**config.mk**
```make
export PLATFORM = sky130hd
export DESIGN_NAME = bbc_core
export DESIGN_NICKNAME = d
export VERILOG_FILES = /design/src/rtl/bbc_pkg.sv /design/src/rtl/bbc_stack.sv /design/src/rtl/bbc_core.sv
export SDC_FILE = /design/constraint.sdc
export NUM_CORES = 1
export LEC_CHECK = 0
export BUFFER_PORTS_ARGS = -buffer_cell sky130_fd_sc_hd__clkbuf_2
export CORE_UTILIZATION = 39
export CTS_CLUSTER_DIAMETER = 80
export DETAILED_ROUTE_END_ITERATION = 8
export PLACE_DENSITY = 0.62
export SLEW_MARGIN = 20
export SYNTH_ARGS = -nofsm -noshare
export SYNTH_HDL_FRONTEND = slang
export SYNTH_SLANG_ARGS = --single-unit
```
**constraint.sdc**
```tcl
create_clock -name clk_sys -period 4.5 [get_ports clk_sys]
set_input_delay 0.9 -clock clk_sys [delete_from_list [all_inputs] [get_ports clk_sys]]
set_output_delay 0.9 -clock clk_sys [all_outputs]
set_load 0.005 [all_outputs]
```
**src/rtl/bbc_pkg.sv**
```systemverilog
// Shared constants for the branch, bit and control instruction decode block.
// Assumes an 8-bit opcode stream and a 256-byte data space behind a simple port.
package bbc_pkg;
	localparam int PC_W = 12;
	localparam int BYTE_W = 8;
	// Opcode field positions and patterns
	localparam logic [2:0] SHORT_NZ = 3'h0;
	localparam logic [2:0] SHORT_NC = 3'h2;
	localparam logic [2:0] SHORT_Z = 3'h4;
	localparam logic [2:0] SHORT_C = 3'h6;
	localparam logic [3:0] LOW_BITTEST = 4'h3;
	localparam logic [3:0] LOW_EXT_CALL = 4'h1;
	localparam logic [3:0] LOW_EXT_JUMP = 4'h9;
	localparam logic [3:0] LOW_BITDIR = 4'hB;
	localparam int TEST_SEL_BIT = 4;
	localparam int BITDIR_SET_BIT = 4;
	localparam logic [7:0] OP_SUB_RETURN = 8'hCD;
	localparam logic [7:0] OP_INT_RETURN = 8'h4D;
	localparam logic [7:0] OP_STOP = 8'h6D;
	localparam logic [7:0] OP_WAIT = 8'hED;
	localparam logic [7:0] OP_NOP = 8'h04;
	// Cycle counts per instruction class
	localparam logic [2:0] CYC_SHORT = 3'h2;
	localparam logic [2:0] CYC_BITTEST = 3'h5;
	localparam logic [2:0] CYC_BITDIR = 3'h4;
	localparam logic [2:0] CYC_CTRL = 3'h2;
	localparam logic [2:0] CYC_EXT = 3'h4;
	// Byte lengths
	localparam logic [PC_W-1:0] LEN_1 = 12'h001;
	localparam logic [PC_W-1:0] LEN_2 = 12'h002;
	localparam logic [PC_W-1:0] LEN_3 = 12'h003;
	localparam logic [PC_W-1:0] PC_RESET = 12'h000;
	localparam logic [2:0] CNT_ONE = 3'h1;
	localparam logic [2:0] CNT_ZERO = 3'h0;
	typedef enum logic [5:0] {
		BBC_FETCH = 6'h01,
		BBC_OPND1 = 6'h02,
		BBC_OPND2 = 6'h04,
		BBC_RDATA = 6'h08,
		BBC_WDATA = 6'h10,
		BBC_FINISH = 6'h20
	} bbc_state_t;
	typedef enum logic [6:0] {
		BBC_K_SHORT = 7'h01,
		BBC_K_BITTEST = 7'h02,
		BBC_K_BITDIR = 7'h04,
		BBC_K_JUMP = 7'h08,
		BBC_K_CALL = 7'h10,
		BBC_K_CTRL = 7'h20,
		BBC_K_OTHER = 7'h40
	} bbc_kind_t;
endpackage

```
**src/rtl/bbc_stack.sv**
```systemverilog
// Small return-address stack for the long call and return instructions.
// Assumes push and pop never coincide; overflow silently drops the oldest entry.
`timescale 1ns/1ns
`default_nettype none
module bbc_stack #(
	parameter int DEPTH = 6,
	parameter int WIDTH = 12
) (
	input wire logic clk_sys,
	input wire logic rst_n,
	input wire logic push,
	input wire logic pop,
	input wire logic [WIDTH-1:0] push_data,
	output logic [WIDTH-1:0] top_data
);
	typedef struct packed {
		logic [DEPTH-1:0][WIDTH-1:0] mem;
		logic [WIDTH-1:0] top;
	} bbc_stk_t;
	bbc_stk_t st;
	bbc_stk_t next_st;
	// Shift register stack; the top entry is also held in a read register
	always_comb begin
		next_st = st;
		if (push) begin
			for (int i = DEPTH-1; i > 0; i--) begin
				next_st.mem[i] = st.mem[i-1];
			end
			next_st.mem[0] = push_data;
			next_st.top = push_data;
		end else if (pop) begin
			for (int i = 0; i < DEPTH-1; i++) begin
				next_st.mem[i] = st.mem[i+1];
			end
			next_st.mem[DEPTH-1] = '0;
			next_st.top = st.mem[1];
		end
	end
	always_ff @(posedge clk_sys or negedge rst_n) begin
		if (!rst_n) begin
			st <= '0;
		end else begin
			st <= next_st;
		end
	end
	assign top_data = st.top;
endmodule // bbc_stack
`default_nettype wire

```
**src/rtl/bbc_core.sv**
```systemverilog
// Decode and execute of short branches, bit-test branches, bit set/clear,
// return, wait/stop and long jump/call.
// Assumes program memory and data space answer in the same cycle (combinational read).
`timescale 1ns/1ns
`default_nettype none
module bbc_core #(
	parameter int STACK_DEPTH = 6
) (
	input wire logic clk_sys,
	input wire logic rst_n,
	input wire logic watchdog_option,
	input wire logic wake_event,
	input wire logic [7:0] prog_data,
	output logic [11:0] prog_addr,
	input wire logic [7:0] data_rdata,
	output logic [7:0] data_addr,
	output logic [7:0] data_wdata,
	output logic data_we,
	output logic [11:0] pc,
	output logic flag_c,
	output logic flag_z,
	output logic wait_mode,
	output logic stop_mode,
	output logic illegal_op,
	output logic instr_done
);
	typedef struct packed {
		// Sequencer position and decoded class
		bbc_pkg::bbc_state_t state;
		bbc_pkg::bbc_kind_t kind;
		logic [11:0] pc;
		// Instruction bytes as they arrive
		logic [7:0] opcode;
		logic [7:0] opnd1;
		logic [7:0] rdata; // Data byte, later reused for the displacement
		logic [2:0] cnt;
		// Flags shared with the rest of the core
		logic c;
		logic z;
		// Low-power modes and status
		logic waiting;
		logic stopped;
		logic illegal;
		logic done;
		// Data-space write port and jump/call target
		logic [7:0] wdata;
		logic we;
		logic [11:0] target;
	} bbc_core_t;
	bbc_core_t s;
	bbc_core_t next_s;
	// Return stack handshake
	logic st_push;
	logic st_pop;
	logic [11:0] st_top;
	// Decoded operand fields
	logic [2:0] bit_num;
	logic short_take;
	logic test_bit;
	logic [11:0] short_disp;
	logic [11:0] long_disp;
	// Return addresses of long calls. Nesting deeper than the stack depth
	// silently loses the oldest entry; software must keep within it.
	bbc_stack #(
		.DEPTH(STACK_DEPTH),
		.WIDTH(bbc_pkg::PC_W)
	) u_stack (
		.clk_sys(clk_sys),
		.rst_n(rst_n),
		.push(st_push),
		.pop(st_pop),
		.push_data(s.pc + bbc_pkg::LEN_2),
		.top_data(st_top)
	);
	// Opcode classes, by the low bits of the first byte:
	//   low bits 000, 010, 100, 110: short branch, except the no-op code
	//   low nibble 0011: bit-test branch, bit 4 picks the sense
	//   low nibble 1011: bit set or clear, bit 4 high sets
	//   low nibble 0001: long call; low nibble 1001: long jump
	//   a few fixed inherent codes: return, interrupt return, stop, wait, no-op
	// Anything else belongs to the load/store and arithmetic decoders beside
	// this block; here it only raises the foreign-opcode flag and steps over
	// one byte, so that a stand-alone run cannot lock up.
	// Operand field extraction
	always_comb begin
		// Bit-test keeps bit number reversed in bits 7..5; bit direct uses it the same way
		bit_num = {s.opcode[5], s.opcode[6], s.opcode[7]};
		test_bit = s.rdata[bit_num];
		// Five-bit signed field: 0 means +1, so the span is -15..+16
		short_disp = {{7{s.opcode[7]}}, s.opcode[7:3]} + bbc_pkg::LEN_1;
		// Eight-bit signed field counted from the third byte: span -126..+129
		long_disp = {{4{s.rdata[7]}}, s.rdata} + bbc_pkg::LEN_2;
		unique case (s.opcode[2:0])
			bbc_pkg::SHORT_NZ: short_take = !s.z;
			bbc_pkg::SHORT_NC: short_take = !s.c;
			bbc_pkg::SHORT_Z: short_take = s.z;
			bbc_pkg::SHORT_C: short_take = s.c;
			default: short_take = 1'b0;
		endcase
	end
	// Cycle walk per class, counted from the fetch cycle c0:
	//   short branch, return, wait, stop, no-op, foreign opcode:
	//     c0 fetch, c1 finish; pc and the done strobe move on the edge ending c1.
	//   long jump and call:
	//     c0 fetch, c1 second byte, c2 and c3 finish; a call pushes pc plus two.
	//   bit set and clear:
	//     c0 fetch, c1 address byte, c2 data read, c3 byte rebuilt;
	//     the write strobe and done leave together on the edge ending c3.
	//   bit-test branch:
	//     c0 fetch, c1 address byte, c2 data read, c3 displacement byte
	//     and carry capture, c4 finish.
	// The counter is loaded with the length less one at fetch and ticks down
	// every cycle; the finish state ends the instruction when it reads one.
	// The next fetch happens in the cycle in which done is high, so
	// instructions run back to back with no idle cycle between them.
	// Flag policy: carry changes only for bit-test branches, where it takes
	// the tested bit; zero is never written by any instruction of this block,
	// so the zero-conditioned branches see the value left there by reset
	// until the arithmetic decoders take over that flag.
	// Sequencer: fetch, operand bytes, data access, then hold until the cycle count ends
	always_comb begin
		next_s = s;
		next_s.done = 1'b0;
		next_s.we = 1'b0;
		st_push = 1'b0;
		st_pop = 1'b0;
		prog_addr = s.pc;
		data_addr = s.opnd1;
		if (s.cnt != bbc_pkg::CNT_ZERO) begin
			next_s.cnt = s.cnt - bbc_pkg::CNT_ONE;
		end
		unique case (s.state)
			bbc_pkg::BBC_FETCH: begin
				if (s.waiting || s.stopped) begin
					// A wake edge only clears the mode; fetching resumes on the next edge
					if (wake_event) begin
						next_s.waiting = 1'b0;
						next_s.stopped = 1'b0;
					end
				end else begin
					next_s.opcode = prog_data;
					next_s.illegal = 1'b0;
					next_s.state = bbc_pkg::BBC_OPND1;
					if ((prog_data[2:0] == bbc_pkg::SHORT_NZ
							|| prog_data[2:0] == bbc_pkg::SHORT_NC
							|| prog_data[2:0] == bbc_pkg::SHORT_Z
							|| prog_data[2:0] == bbc_pkg::SHORT_C)
							&& prog_data != bbc_pkg::OP_NOP) begin
						// Short branch: all 32 displacement encodings per condition, bar the no-op code
						next_s.kind = bbc_pkg::BBC_K_SHORT;
						next_s.cnt = bbc_pkg::CYC_SHORT - bbc_pkg::CNT_ONE;
						next_s.state = bbc_pkg::BBC_FINISH;
					end else if (prog_data[3:0] == bbc_pkg::LOW_BITTEST) begin
						next_s.kind = bbc_pkg::BBC_K_BITTEST;
						next_s.cnt = bbc_pkg::CYC_BITTEST - bbc_pkg::CNT_ONE;
					end else if (prog_data[3:0] == bbc_pkg::LOW_BITDIR) begin
						next_s.kind = bbc_pkg::BBC_K_BITDIR;
						next_s.cnt = bbc_pkg::CYC_BITDIR - bbc_pkg::CNT_ONE;
					end else if (prog_data[3:0] == bbc_pkg::LOW_EXT_CALL) begin
						next_s.kind = bbc_pkg::BBC_K_CALL;
						next_s.cnt = bbc_pkg::CYC_EXT - bbc_pkg::CNT_ONE;
					end else if (prog_data[3:0] == bbc_pkg::LOW_EXT_JUMP) begin
						next_s.kind = bbc_pkg::BBC_K_JUMP;
						next_s.cnt = bbc_pkg::CYC_EXT - bbc_pkg::CNT_ONE;
					end else if (prog_data == bbc_pkg::OP_SUB_RETURN
							|| prog_data == bbc_pkg::OP_INT_RETURN
							|| prog_data == bbc_pkg::OP_STOP || prog_data == bbc_pkg::OP_WAIT
							|| prog_data == bbc_pkg::OP_NOP) begin
						next_s.kind = bbc_pkg::BBC_K_CTRL;
						next_s.cnt = bbc_pkg::CYC_CTRL - bbc_pkg::CNT_ONE;
						next_s.state = bbc_pkg::BBC_FINISH;
					end else begin
						// Other groups belong to other decoders; skip one byte
						next_s.kind = bbc_pkg::BBC_K_OTHER;
						next_s.illegal = 1'b1;
						next_s.cnt = bbc_pkg::CYC_CTRL - bbc_pkg::CNT_ONE;
						next_s.state = bbc_pkg::BBC_FINISH;
					end
				end
			end
			bbc_pkg::BBC_OPND1: begin
				// Second byte: data address or low target byte
				prog_addr = s.pc + bbc_pkg::LEN_1;
				next_s.opnd1 = prog_data;
				next_s.target = {s.opcode[7:4], prog_data};
				unique case (s.kind)
					bbc_pkg::BBC_K_BITTEST: next_s.state = bbc_pkg::BBC_RDATA;
					bbc_pkg::BBC_K_BITDIR: next_s.state = bbc_pkg::BBC_RDATA;
					default: next_s.state = bbc_pkg::BBC_FINISH;
				endcase
			end
			bbc_pkg::BBC_RDATA: begin
				// Data byte arrives in the same cycle as its address
				next_s.rdata = data_rdata;
				if (s.kind == bbc_pkg::BBC_K_BITTEST) begin
					next_s.state = bbc_pkg::BBC_OPND2;
				end else begin
					next_s.state = bbc_pkg::BBC_WDATA;
				end
			end
			bbc_pkg::BBC_OPND2: begin
				// Third byte: displacement replaces the sampled data, tested bit kept in carry
				prog_addr = s.pc + bbc_pkg::LEN_2;
				next_s.c = test_bit;
				next_s.rdata = prog_data;
				next_s.state = bbc_pkg::BBC_FINISH;
			end
			bbc_pkg::BBC_WDATA: begin
				// Read-modify-write of the whole byte; why partial-access registers suffer
				next_s.wdata = s.rdata;
				next_s.wdata[bit_num] = s.opcode[bbc_pkg::BITDIR_SET_BIT];
				next_s.we = 1'b1;
				// Fourth cycle: the write strobe and completion leave on one edge
				next_s.done = 1'b1;
				next_s.pc = s.pc + bbc_pkg::LEN_2;
				next_s.state = bbc_pkg::BBC_FETCH;
			end
			bbc_pkg::BBC_FINISH: begin
				// Last cycle of the instruction when the counter reads one
				if (s.cnt == bbc_pkg::CNT_ONE) begin
					next_s.state = bbc_pkg::BBC_FETCH;
					next_s.done = 1'b1;
					unique case (s.kind)
						// A branch not taken falls through to the next byte
						bbc_pkg::BBC_K_SHORT:
							next_s.pc = short_take ? s.pc + short_disp : s.pc + bbc_pkg::LEN_1;
						bbc_pkg::BBC_K_BITTEST: begin
							// Sense bit set: branch on one; clear: branch on zero
							if (s.c == s.opcode[bbc_pkg::TEST_SEL_BIT]) begin
								next_s.pc = s.pc + long_disp;
							end else begin
								next_s.pc = s.pc + bbc_pkg::LEN_3;
							end
						end
						// Bit set and clear normally end in the write cycle already
						bbc_pkg::BBC_K_BITDIR: next_s.pc = s.pc + bbc_pkg::LEN_2;
						// Jump and call leave both flags alone
						bbc_pkg::BBC_K_JUMP: next_s.pc = s.target;
						bbc_pkg::BBC_K_CALL: begin
							st_push = 1'b1;
							next_s.pc = s.target;
						end
						bbc_pkg::BBC_K_CTRL: begin
							next_s.pc = s.pc + bbc_pkg::LEN_1;
							if (s.opcode == bbc_pkg::OP_SUB_RETURN
									|| s.opcode == bbc_pkg::OP_INT_RETURN) begin
								st_pop = 1'b1;
								next_s.pc = st_top;
							end else if (s.opcode == bbc_pkg::OP_WAIT) begin
								next_s.waiting = 1'b1;
							end else if (s.opcode == bbc_pkg::OP_STOP) begin
								// Watchdog cannot run with the oscillator stopped
								next_s.waiting = watchdog_option;
								next_s.stopped = !watchdog_option;
							end
						end
						default: next_s.pc = s.pc + bbc_pkg::LEN_1;
					endcase
				end
			end
		endcase
	end
	// State register. Reset parks the sequencer in fetch at address zero with
	// both flags clear and no low-power mode, so the first edge after release
	// already fetches.
	always_ff @(posedge clk_sys or negedge rst_n) begin
		if (!rst_n) begin
			s <= '{state: bbc_pkg::BBC_FETCH, kind: bbc_pkg::BBC_K_OTHER, pc: bbc_pkg::PC_RESET,
				default: '0};
		end else begin
			s <= next_s;
		end
	end
	// Registered outputs; taken straight from the state register so that
	// they never glitch while the next state is being worked out
	assign pc = s.pc;
	assign flag_c = s.c;
	assign flag_z = s.z;
	assign wait_mode = s.waiting;
	assign stop_mode = s.stopped;
	assign illegal_op = s.illegal;
	assign instr_done = s.done;
	assign data_wdata = s.wdata;
	assign data_we = s.we;
endmodule // bbc_core
`default_nettype wire

```
==> reports/results.tsv, run 1 <==
stage	metric	value	unit
sta	Slew @ Worst Pin	1.00	ns
synth	Post-Syn Area	9200	um2
synth	Seq/Total Area, Yosys	0.387	
synth	ys flop type	dfrtp_1	
critical_path	crit start category	register	
final_layout	share of cells above drive strength 1	0.133	
worst_hold_path	Worst Hold Class	register to register	
placement	global placement routability congestion	0.950	
final_layout	diodes inserted	0	
sta	Worst Skew	0.0118	ns
power_and_ir_drop	worst vdd rail ir drop	263	uV
clocking	clk buf depth	2	
synth	unique cell type count in the Yosys netlist	81	
floorplan	starting density of the core	0.401	
worst_hold_path	origin of the worst min-delay path	data_wdata[1]$_DFFE_PN0P_	
final_layout	most frequent cells in the layout	nand2_1 (228), dfrtp_1 (140), nor2_1 (117)	
synth	Syn. warnings	0	
floorplan	Die ar.	24200	um2
routing	Detail Route Antenna Nets	0	
clocking	TritonCTS clock tree	yes	
grt	vias in the first global route	7649	
synth	Avg Cell Area, Syn	8.27	um2
critical_path	Reg2Reg Depth	10	
outcome	status	finished clean	
placement	port buffer count	65	
clocking	CTS clk-pin slew, worst paths	0.07	ns
sta	final setup margin	0.528	ns
routing	WL per Instance	18.2	um
sta	RSZ-0062 raised after global routing	no	
grt	initial antenna violation count	0	
routing	# DRC	0	
routing	met2 routed WL	12000	um
clocking	Clock Sinks	142	
critical_path	Worst Path Max Fanout	20	
synth	Mapped Nets	1160	
routing	drt pass-1 iters	5	
clocking	Clock Latency Late Sink	0.43	ns
clocking	H-tree levels	4	
placement	Cell Area, Placed	9530	um2
critical_path	R2R setup slack	1.24	ns
final_layout	P&R area growth vs syn	10.1	%
clocking	hold buffers post-CTS	0	
critical_path	slowest CP cell	or3b_1	
routing	via count	8136	
floorplan	io pins	67	
critical_path	Worst EP arrival	3.07	ns
clocking	postcts setup bufs	0	
grt	pin count of the biggest net entering global routing	91	
final_layout	final core utilization	0.442	
sta	final period utilization	0.883	
worst_hold_path	hold path depth	2	
routing	Highest Signal Layer	met4	
critical_path	worst r2r dst	pc[11]$_DFFE_PN0P_	
placement	DP Worst Slack	1.05	ns
sta	fin crit period	3.97	ns
final_layout	commonest non-fill, non-tap cell in the layout	nand2_1	
power_and_ir_drop	pwr dens	652	nW/um2
clocking	PostCTS Resize Cnt	0	
run	Max-Cap Viols	0	
power_and_ir_drop	LEAKAGE	4.60	nW
critical_path	reg2reg start	s[50]$_DFFE_PN0P_	
grt	Tot GR Track Use	0.224	
synth	Seq cells post-synth	142	
synth	asr flop ratio synth	1.00	
sta	Final Setup Violations	0	
synth	Mapped Cells	1112	
sta	setup TNS	0	ns
grt	first-pass GRT wire length	42000	um
final_layout	design area	10100	um2
routing	DR vias/cell	5.65	
clocking	TritonCTS buffer count	17	
sta	Worst slew margin	0.329	
routing	First DRT Iteration DRCs	696	
critical_path	crit end category	output pin	
sta	Final Hold Fails	0	
floorplan	# rows	55	
worst_hold_path	Worst Hold End	data_wdata[1]$_DFFE_PN0P_	
floorplan	Die Span X	156	um
sta	Pins Over Slew Limit	0	
critical_path	crit-path cells	or4_4 -> or3b_1 -> nand2_1 -> o21ai_1 -> nor3_1 -> a21oi_1 -> clkbuf_2	
grt	global route overflow	0	
synth	Post-synth EDFFs	0	
critical_path	WS Path Type	register to output pin	
final_layout	fill count	2294	
routing	Metal-1 WL	12200	um
routing	total wire length	26200	um
placement	Final HPWL DP	18800	um
clocking	Clock Tree Root	clkbuf_16	
critical_path	critical path required time	3.60	ns
final_layout	fin nets	1161	
sta	Fmax	252	MHz
routing	met3 WL	1490	um
floorplan	core region area	22900	um2
critical_path	Max stage delay on crit path	0.70	ns
floorplan	die height	156	um
[where the power goes]
group          internal (mW)  total, mW  switching, mW
clock network          0.844       1.45          0.607
registers               1.60       2.16          0.562
logic                   1.24       2.99           1.75
total                   3.68       6.61           2.92
[sequential cells by signal, indices dropped and copies added, names as in the netlist]
name,count
bit_num,3
data_addr,7
data_wdata,8
data_we,1
flag_c,1
illegal_op,1
instr_done,1
pc,12
s,34
stop_mode,1
u_stack.st,72
wait_mode,1
[worst max-delay path, delay by kind of cell (launching register included)]
kind / cells / cell delay (ns)
AO/OA/AOI/OAI: 2 / 0.26
buffers and inverters: 1 / 0.17
flip-flops: 1 / 0.43
AND/OR/NAND/NOR: 4 / 1.78
[logic make-up after synthesis]
family | after synthesis | share of synthesized area
adder cells (fa/ha/maj) | 28 | 0.0397
AO/OA/AOI/OAI | 249 | 0.176
buffers and inverters | 116 | 0.0649
AND/OR/NAND/NOR | 496 | 0.248
XOR/XNOR | 48 | 0.0465
other | 1 | 0.000408
flip-flops | 142 | 0.387
multiplexers | 32 | 0.0388
[per-stage QoR]
stage               cells  total power [mW]  hold slack, ns
floorplan            1112              4.29           0.446
global placement     1407              5.07           0.463
detailed placement   1407              5.11           0.470
CTS                  1439              6.58           0.485
global route         1439              7.04           0.513
finish               1439              6.61           0.478
[Yosys cell counts, types with 16 or more instances]
master / instances / area share
o21ai_0: 55 / 0.030
a31oi_1: 60 / 0.041
inv_1: 18 / 0.0073
clkbuf_1: 33 / 0.013
ha_1: 26 / 0.035
a21oi_1: 48 / 0.026
buf_4: 30 / 0.024
xnor2_1: 31 / 0.030
nor2_1: 118 / 0.048
nand2_1: 228 / 0.093
nor3_1: 19 / 0.010
nand3_1: 45 / 0.024
buf_2: 27 / 0.015
mux2i_1: 21 / 0.023
xor2_1: 16 / 0.015
dfrtp_1: 140 / 0.38
[final cells by class]
type	count	area [um2]	share of cell area
clock buffer	19	443	0.0437
clock inverter	13	155	0.0153
inverter	19	71.3	0.00704
multi-input combinational	854	5060	0.500
sequential	142	3560	0.351
tap	313	392	0.0387
timing repair buffer	79	449	0.0443
[metal layers]
metal,global-route usage,up-vias
met1,0.316,3941
met3,0.0356,42
met4,0.0747,0
met2,0.349,266
met5,0,-
li1,-,3887
[worst max path at each step]
stage,start,end,slack (ns)
5_1_grt,s[76]$_DFFE_PN0P_,prog_addr[10],0.32
2_1_floorplan,s[76]$_DFFE_PN0P_,prog_addr[10],1.70
6_report,s[76]$_DFFE_PN0P_,prog_addr[4],0.53
3_5_place_dp,s[76]$_DFFE_PN0P_,prog_addr[2],1.05
3_3_place_gp,s[76]$_DFFE_PN0P_,prog_addr[10],1.07
4_1_cts,s[76]$_DFFE_PN0P_,prog_addr[4],0.57
(Power assumes the default switching activity.)
==> run 2, diff against run 1 <==
--- a/config.mk
+++ b/config.mk
@@ -6,10 +6,13 @@
 export NUM_CORES = 1
 export LEC_CHECK = 0
 export BUFFER_PORTS_ARGS = -buffer_cell sky130_fd_sc_hd__clkbuf_2
+export CELL_PAD_IN_SITES_DETAIL_PLACEMENT = 1
+export CELL_PAD_IN_SITES_GLOBAL_PLACEMENT = 2
+export CORE_MARGIN = 1.5
 export CORE_UTILIZATION = 39
 export CTS_CLUSTER_DIAMETER = 80
 export DETAILED_ROUTE_END_ITERATION = 8
-export PLACE_DENSITY = 0.62
+export PLACE_DENSITY = 0.9
 export SLEW_MARGIN = 20
 export SYNTH_ARGS = -nofsm -noshare
 export SYNTH_HDL_FRONTEND = slang
==> run 2 against run 1 <==
Net effect:
- fmax fell by 0.64%
- final area decreased by 0.25%
- sequential power about the same
- count of clock-buffer cells in the layout fell by 1
- total power up 1.3%
- register-to-register slack got worse by 0.15 ns
- clock power hardly changed
==> reports/results.tsv, run 2 (synthesis results as in run 1) <==
stage	metric	value	unit
routing	# DRC	0	
grt	Tot GR Track Use	0.249	
grt	first-pass GRT wire length	47000	um
critical_path	worst r2r dst	pc[10]$_DFFE_PN0P_	
floorplan	starting density of the core	0.394	
grt	initial antenna violation count	0	
sta	final period utilization	0.888	
routing	WL per Instance	20.2	um
critical_path	WS Path Type	register to output pin	
sta	Hold WS	0.482	ns
sta	Worst slew margin	0.349	
critical_path	R2R setup slack	1.09	ns
clocking	hold buffers post-CTS	0	
floorplan	Die Span X	157	um
sta	Final Hold Fails	0	
grt	pin count of the biggest net entering global routing	97	
final_layout	most frequent cells in the layout	nand2_1 (228), dfrtp_1 (140), nor2_1 (117)	
final_layout	Biggest register	u_stack.st	
clocking	clk buf depth	2	
clocking	Clock Sinks	142	
placement	global placement routability congestion	0.901	
grt	global route overflow	0	
critical_path	Reg2Reg Depth	11	
outcome	status	finished clean	
sta	RSZ-0062 raised after global routing	no	
routing	total wire length	29100	um
placement	Final HPWL DP	21200	um
clocking	Clock Tree Root	clkbuf_16	
routing	via count	8327	
critical_path	Worst EP arrival	3.10	ns
power_and_ir_drop	LEAKAGE	4.59	nW
final_layout	design area	10100	um2
sta	Fmax	250	MHz
critical_path	crit end category	output pin	
clocking	postcts setup bufs	0	
final_layout	fin nets	1160	
grt	vias in the first global route	8498	
clocking	Clock Latency Late Sink	0.45	ns
floorplan	io pins	67	
power_and_ir_drop	total power	6.69	mW
final_layout	final core utilization	0.433	
final_layout	diodes inserted	0	
floorplan	die height	157	um
clocking	H-tree levels	4	
final_layout	commonest non-fill, non-tap cell in the layout	nand2_1	
clocking	TritonCTS clock tree	yes	
worst_hold_path	hold path depth	2	
power_and_ir_drop	worst vdd rail ir drop	262	uV
floorplan	# rows	56	
sta	fin crit period	4.00	ns
critical_path	critical path required time	3.60	ns
power_and_ir_drop	pwr dens	662	nW/um2
worst_hold_path	origin of the worst min-delay path	data_wdata[0]$_DFFE_PN0P_	
worst_hold_path	Worst Hold End	data_wdata[0]$_DFFE_PN0P_	
clocking	CTS clk-pin slew, worst paths	0.07	ns
floorplan	Die ar.	24500	um2
critical_path	crit start category	register	
placement	port buffer count	65	
placement	Cell Area, Placed	9520	um2
routing	First DRT Iteration DRCs	556	
sta	Final Setup Violations	0	
worst_hold_path	Worst Hold Class	register to register	
sta	Pins Over Slew Limit	0	
critical_path	reg2reg start	s[50]$_DFFE_PN0P_	
run	Max-Cap Viols	0	
critical_path	Worst Path Max Fanout	20	
sta	setup TNS	0	ns
routing	DR vias/cell	5.77	
final_layout	max reg flops	72	
floorplan	core region area	23300	um2
routing	drt pass-1 iters	6	
clocking	TritonCTS buffer count	17	
sta	Worst Skew	0.0161	ns
routing	Detail Route Antenna Nets	0	
final_layout	share of cells above drive strength 1	0.133	
clocking	PostCTS Resize Cnt	0	
sta	Slew @ Worst Pin	0.977	ns
final_layout	P&R area growth vs syn	9.82	%
[run 2: through the flow]
stage | worst slack, ns | std cells
after detailed placement | 1.01 | 1412
after CTS | 0.512 | 1444
after floorplan | 1.70 | 1112
after global placement | 1.04 | 1412
final | 0.503 | 1444
after global routing | 0.300 | 1444
[run 2: layer usage]
metal,share of wire,global-route usage
met5,0,0
met3,0.049,0.0462
met1,0.46,0.335
met2,0.47,0.403
met4,0.023,0.0871
[run 2: final cells by class]
type / count / area [um2]
fill: 2827 / 13200
clock inverter: 14 / 146
multi-input combinational: 854 / 5060
tap: 319 / 399
sequential: 142 / 3560
timing repair buffer: 78 / 429
clock buffer: 18 / 439
inverter: 19 / 71.3
[run 2: worst max-delay path, cell delays in order, from the launching register on]
cell      delay (ns)
dfrtp_1         0.44
or4_4           0.58
or3b_1          0.68
nand2_1         0.29
o21ai_1         0.13
nor3_1          0.23
a21oi_1         0.14
clkbuf_2        0.16
[run 2: worst max path at each step]
stage               depth (start not counted)               from             to  slack (ns)
floorplan                                   6  s[76]$_DFFE_PN0P_  prog_addr[10]        1.70
global placement                            7  s[76]$_DFFE_PN0P_   prog_addr[4]        1.04
detailed placement                          7  s[76]$_DFFE_PN0P_  prog_addr[10]        1.01
CTS                                         7  s[76]$_DFFE_PN0P_  prog_addr[10]        0.51
global route                                7  s[76]$_DFFE_PN0P_   prog_addr[4]        0.30
finish                                      7  s[76]$_DFFE_PN0P_   prog_addr[4]        0.50
[run 2: power breakdown]
group	switching [mW]	internal [mW]
Sequential	0.590	1.60
Combinational	1.81	1.24
Clock	0.652	0.797
Total	3.05	3.64
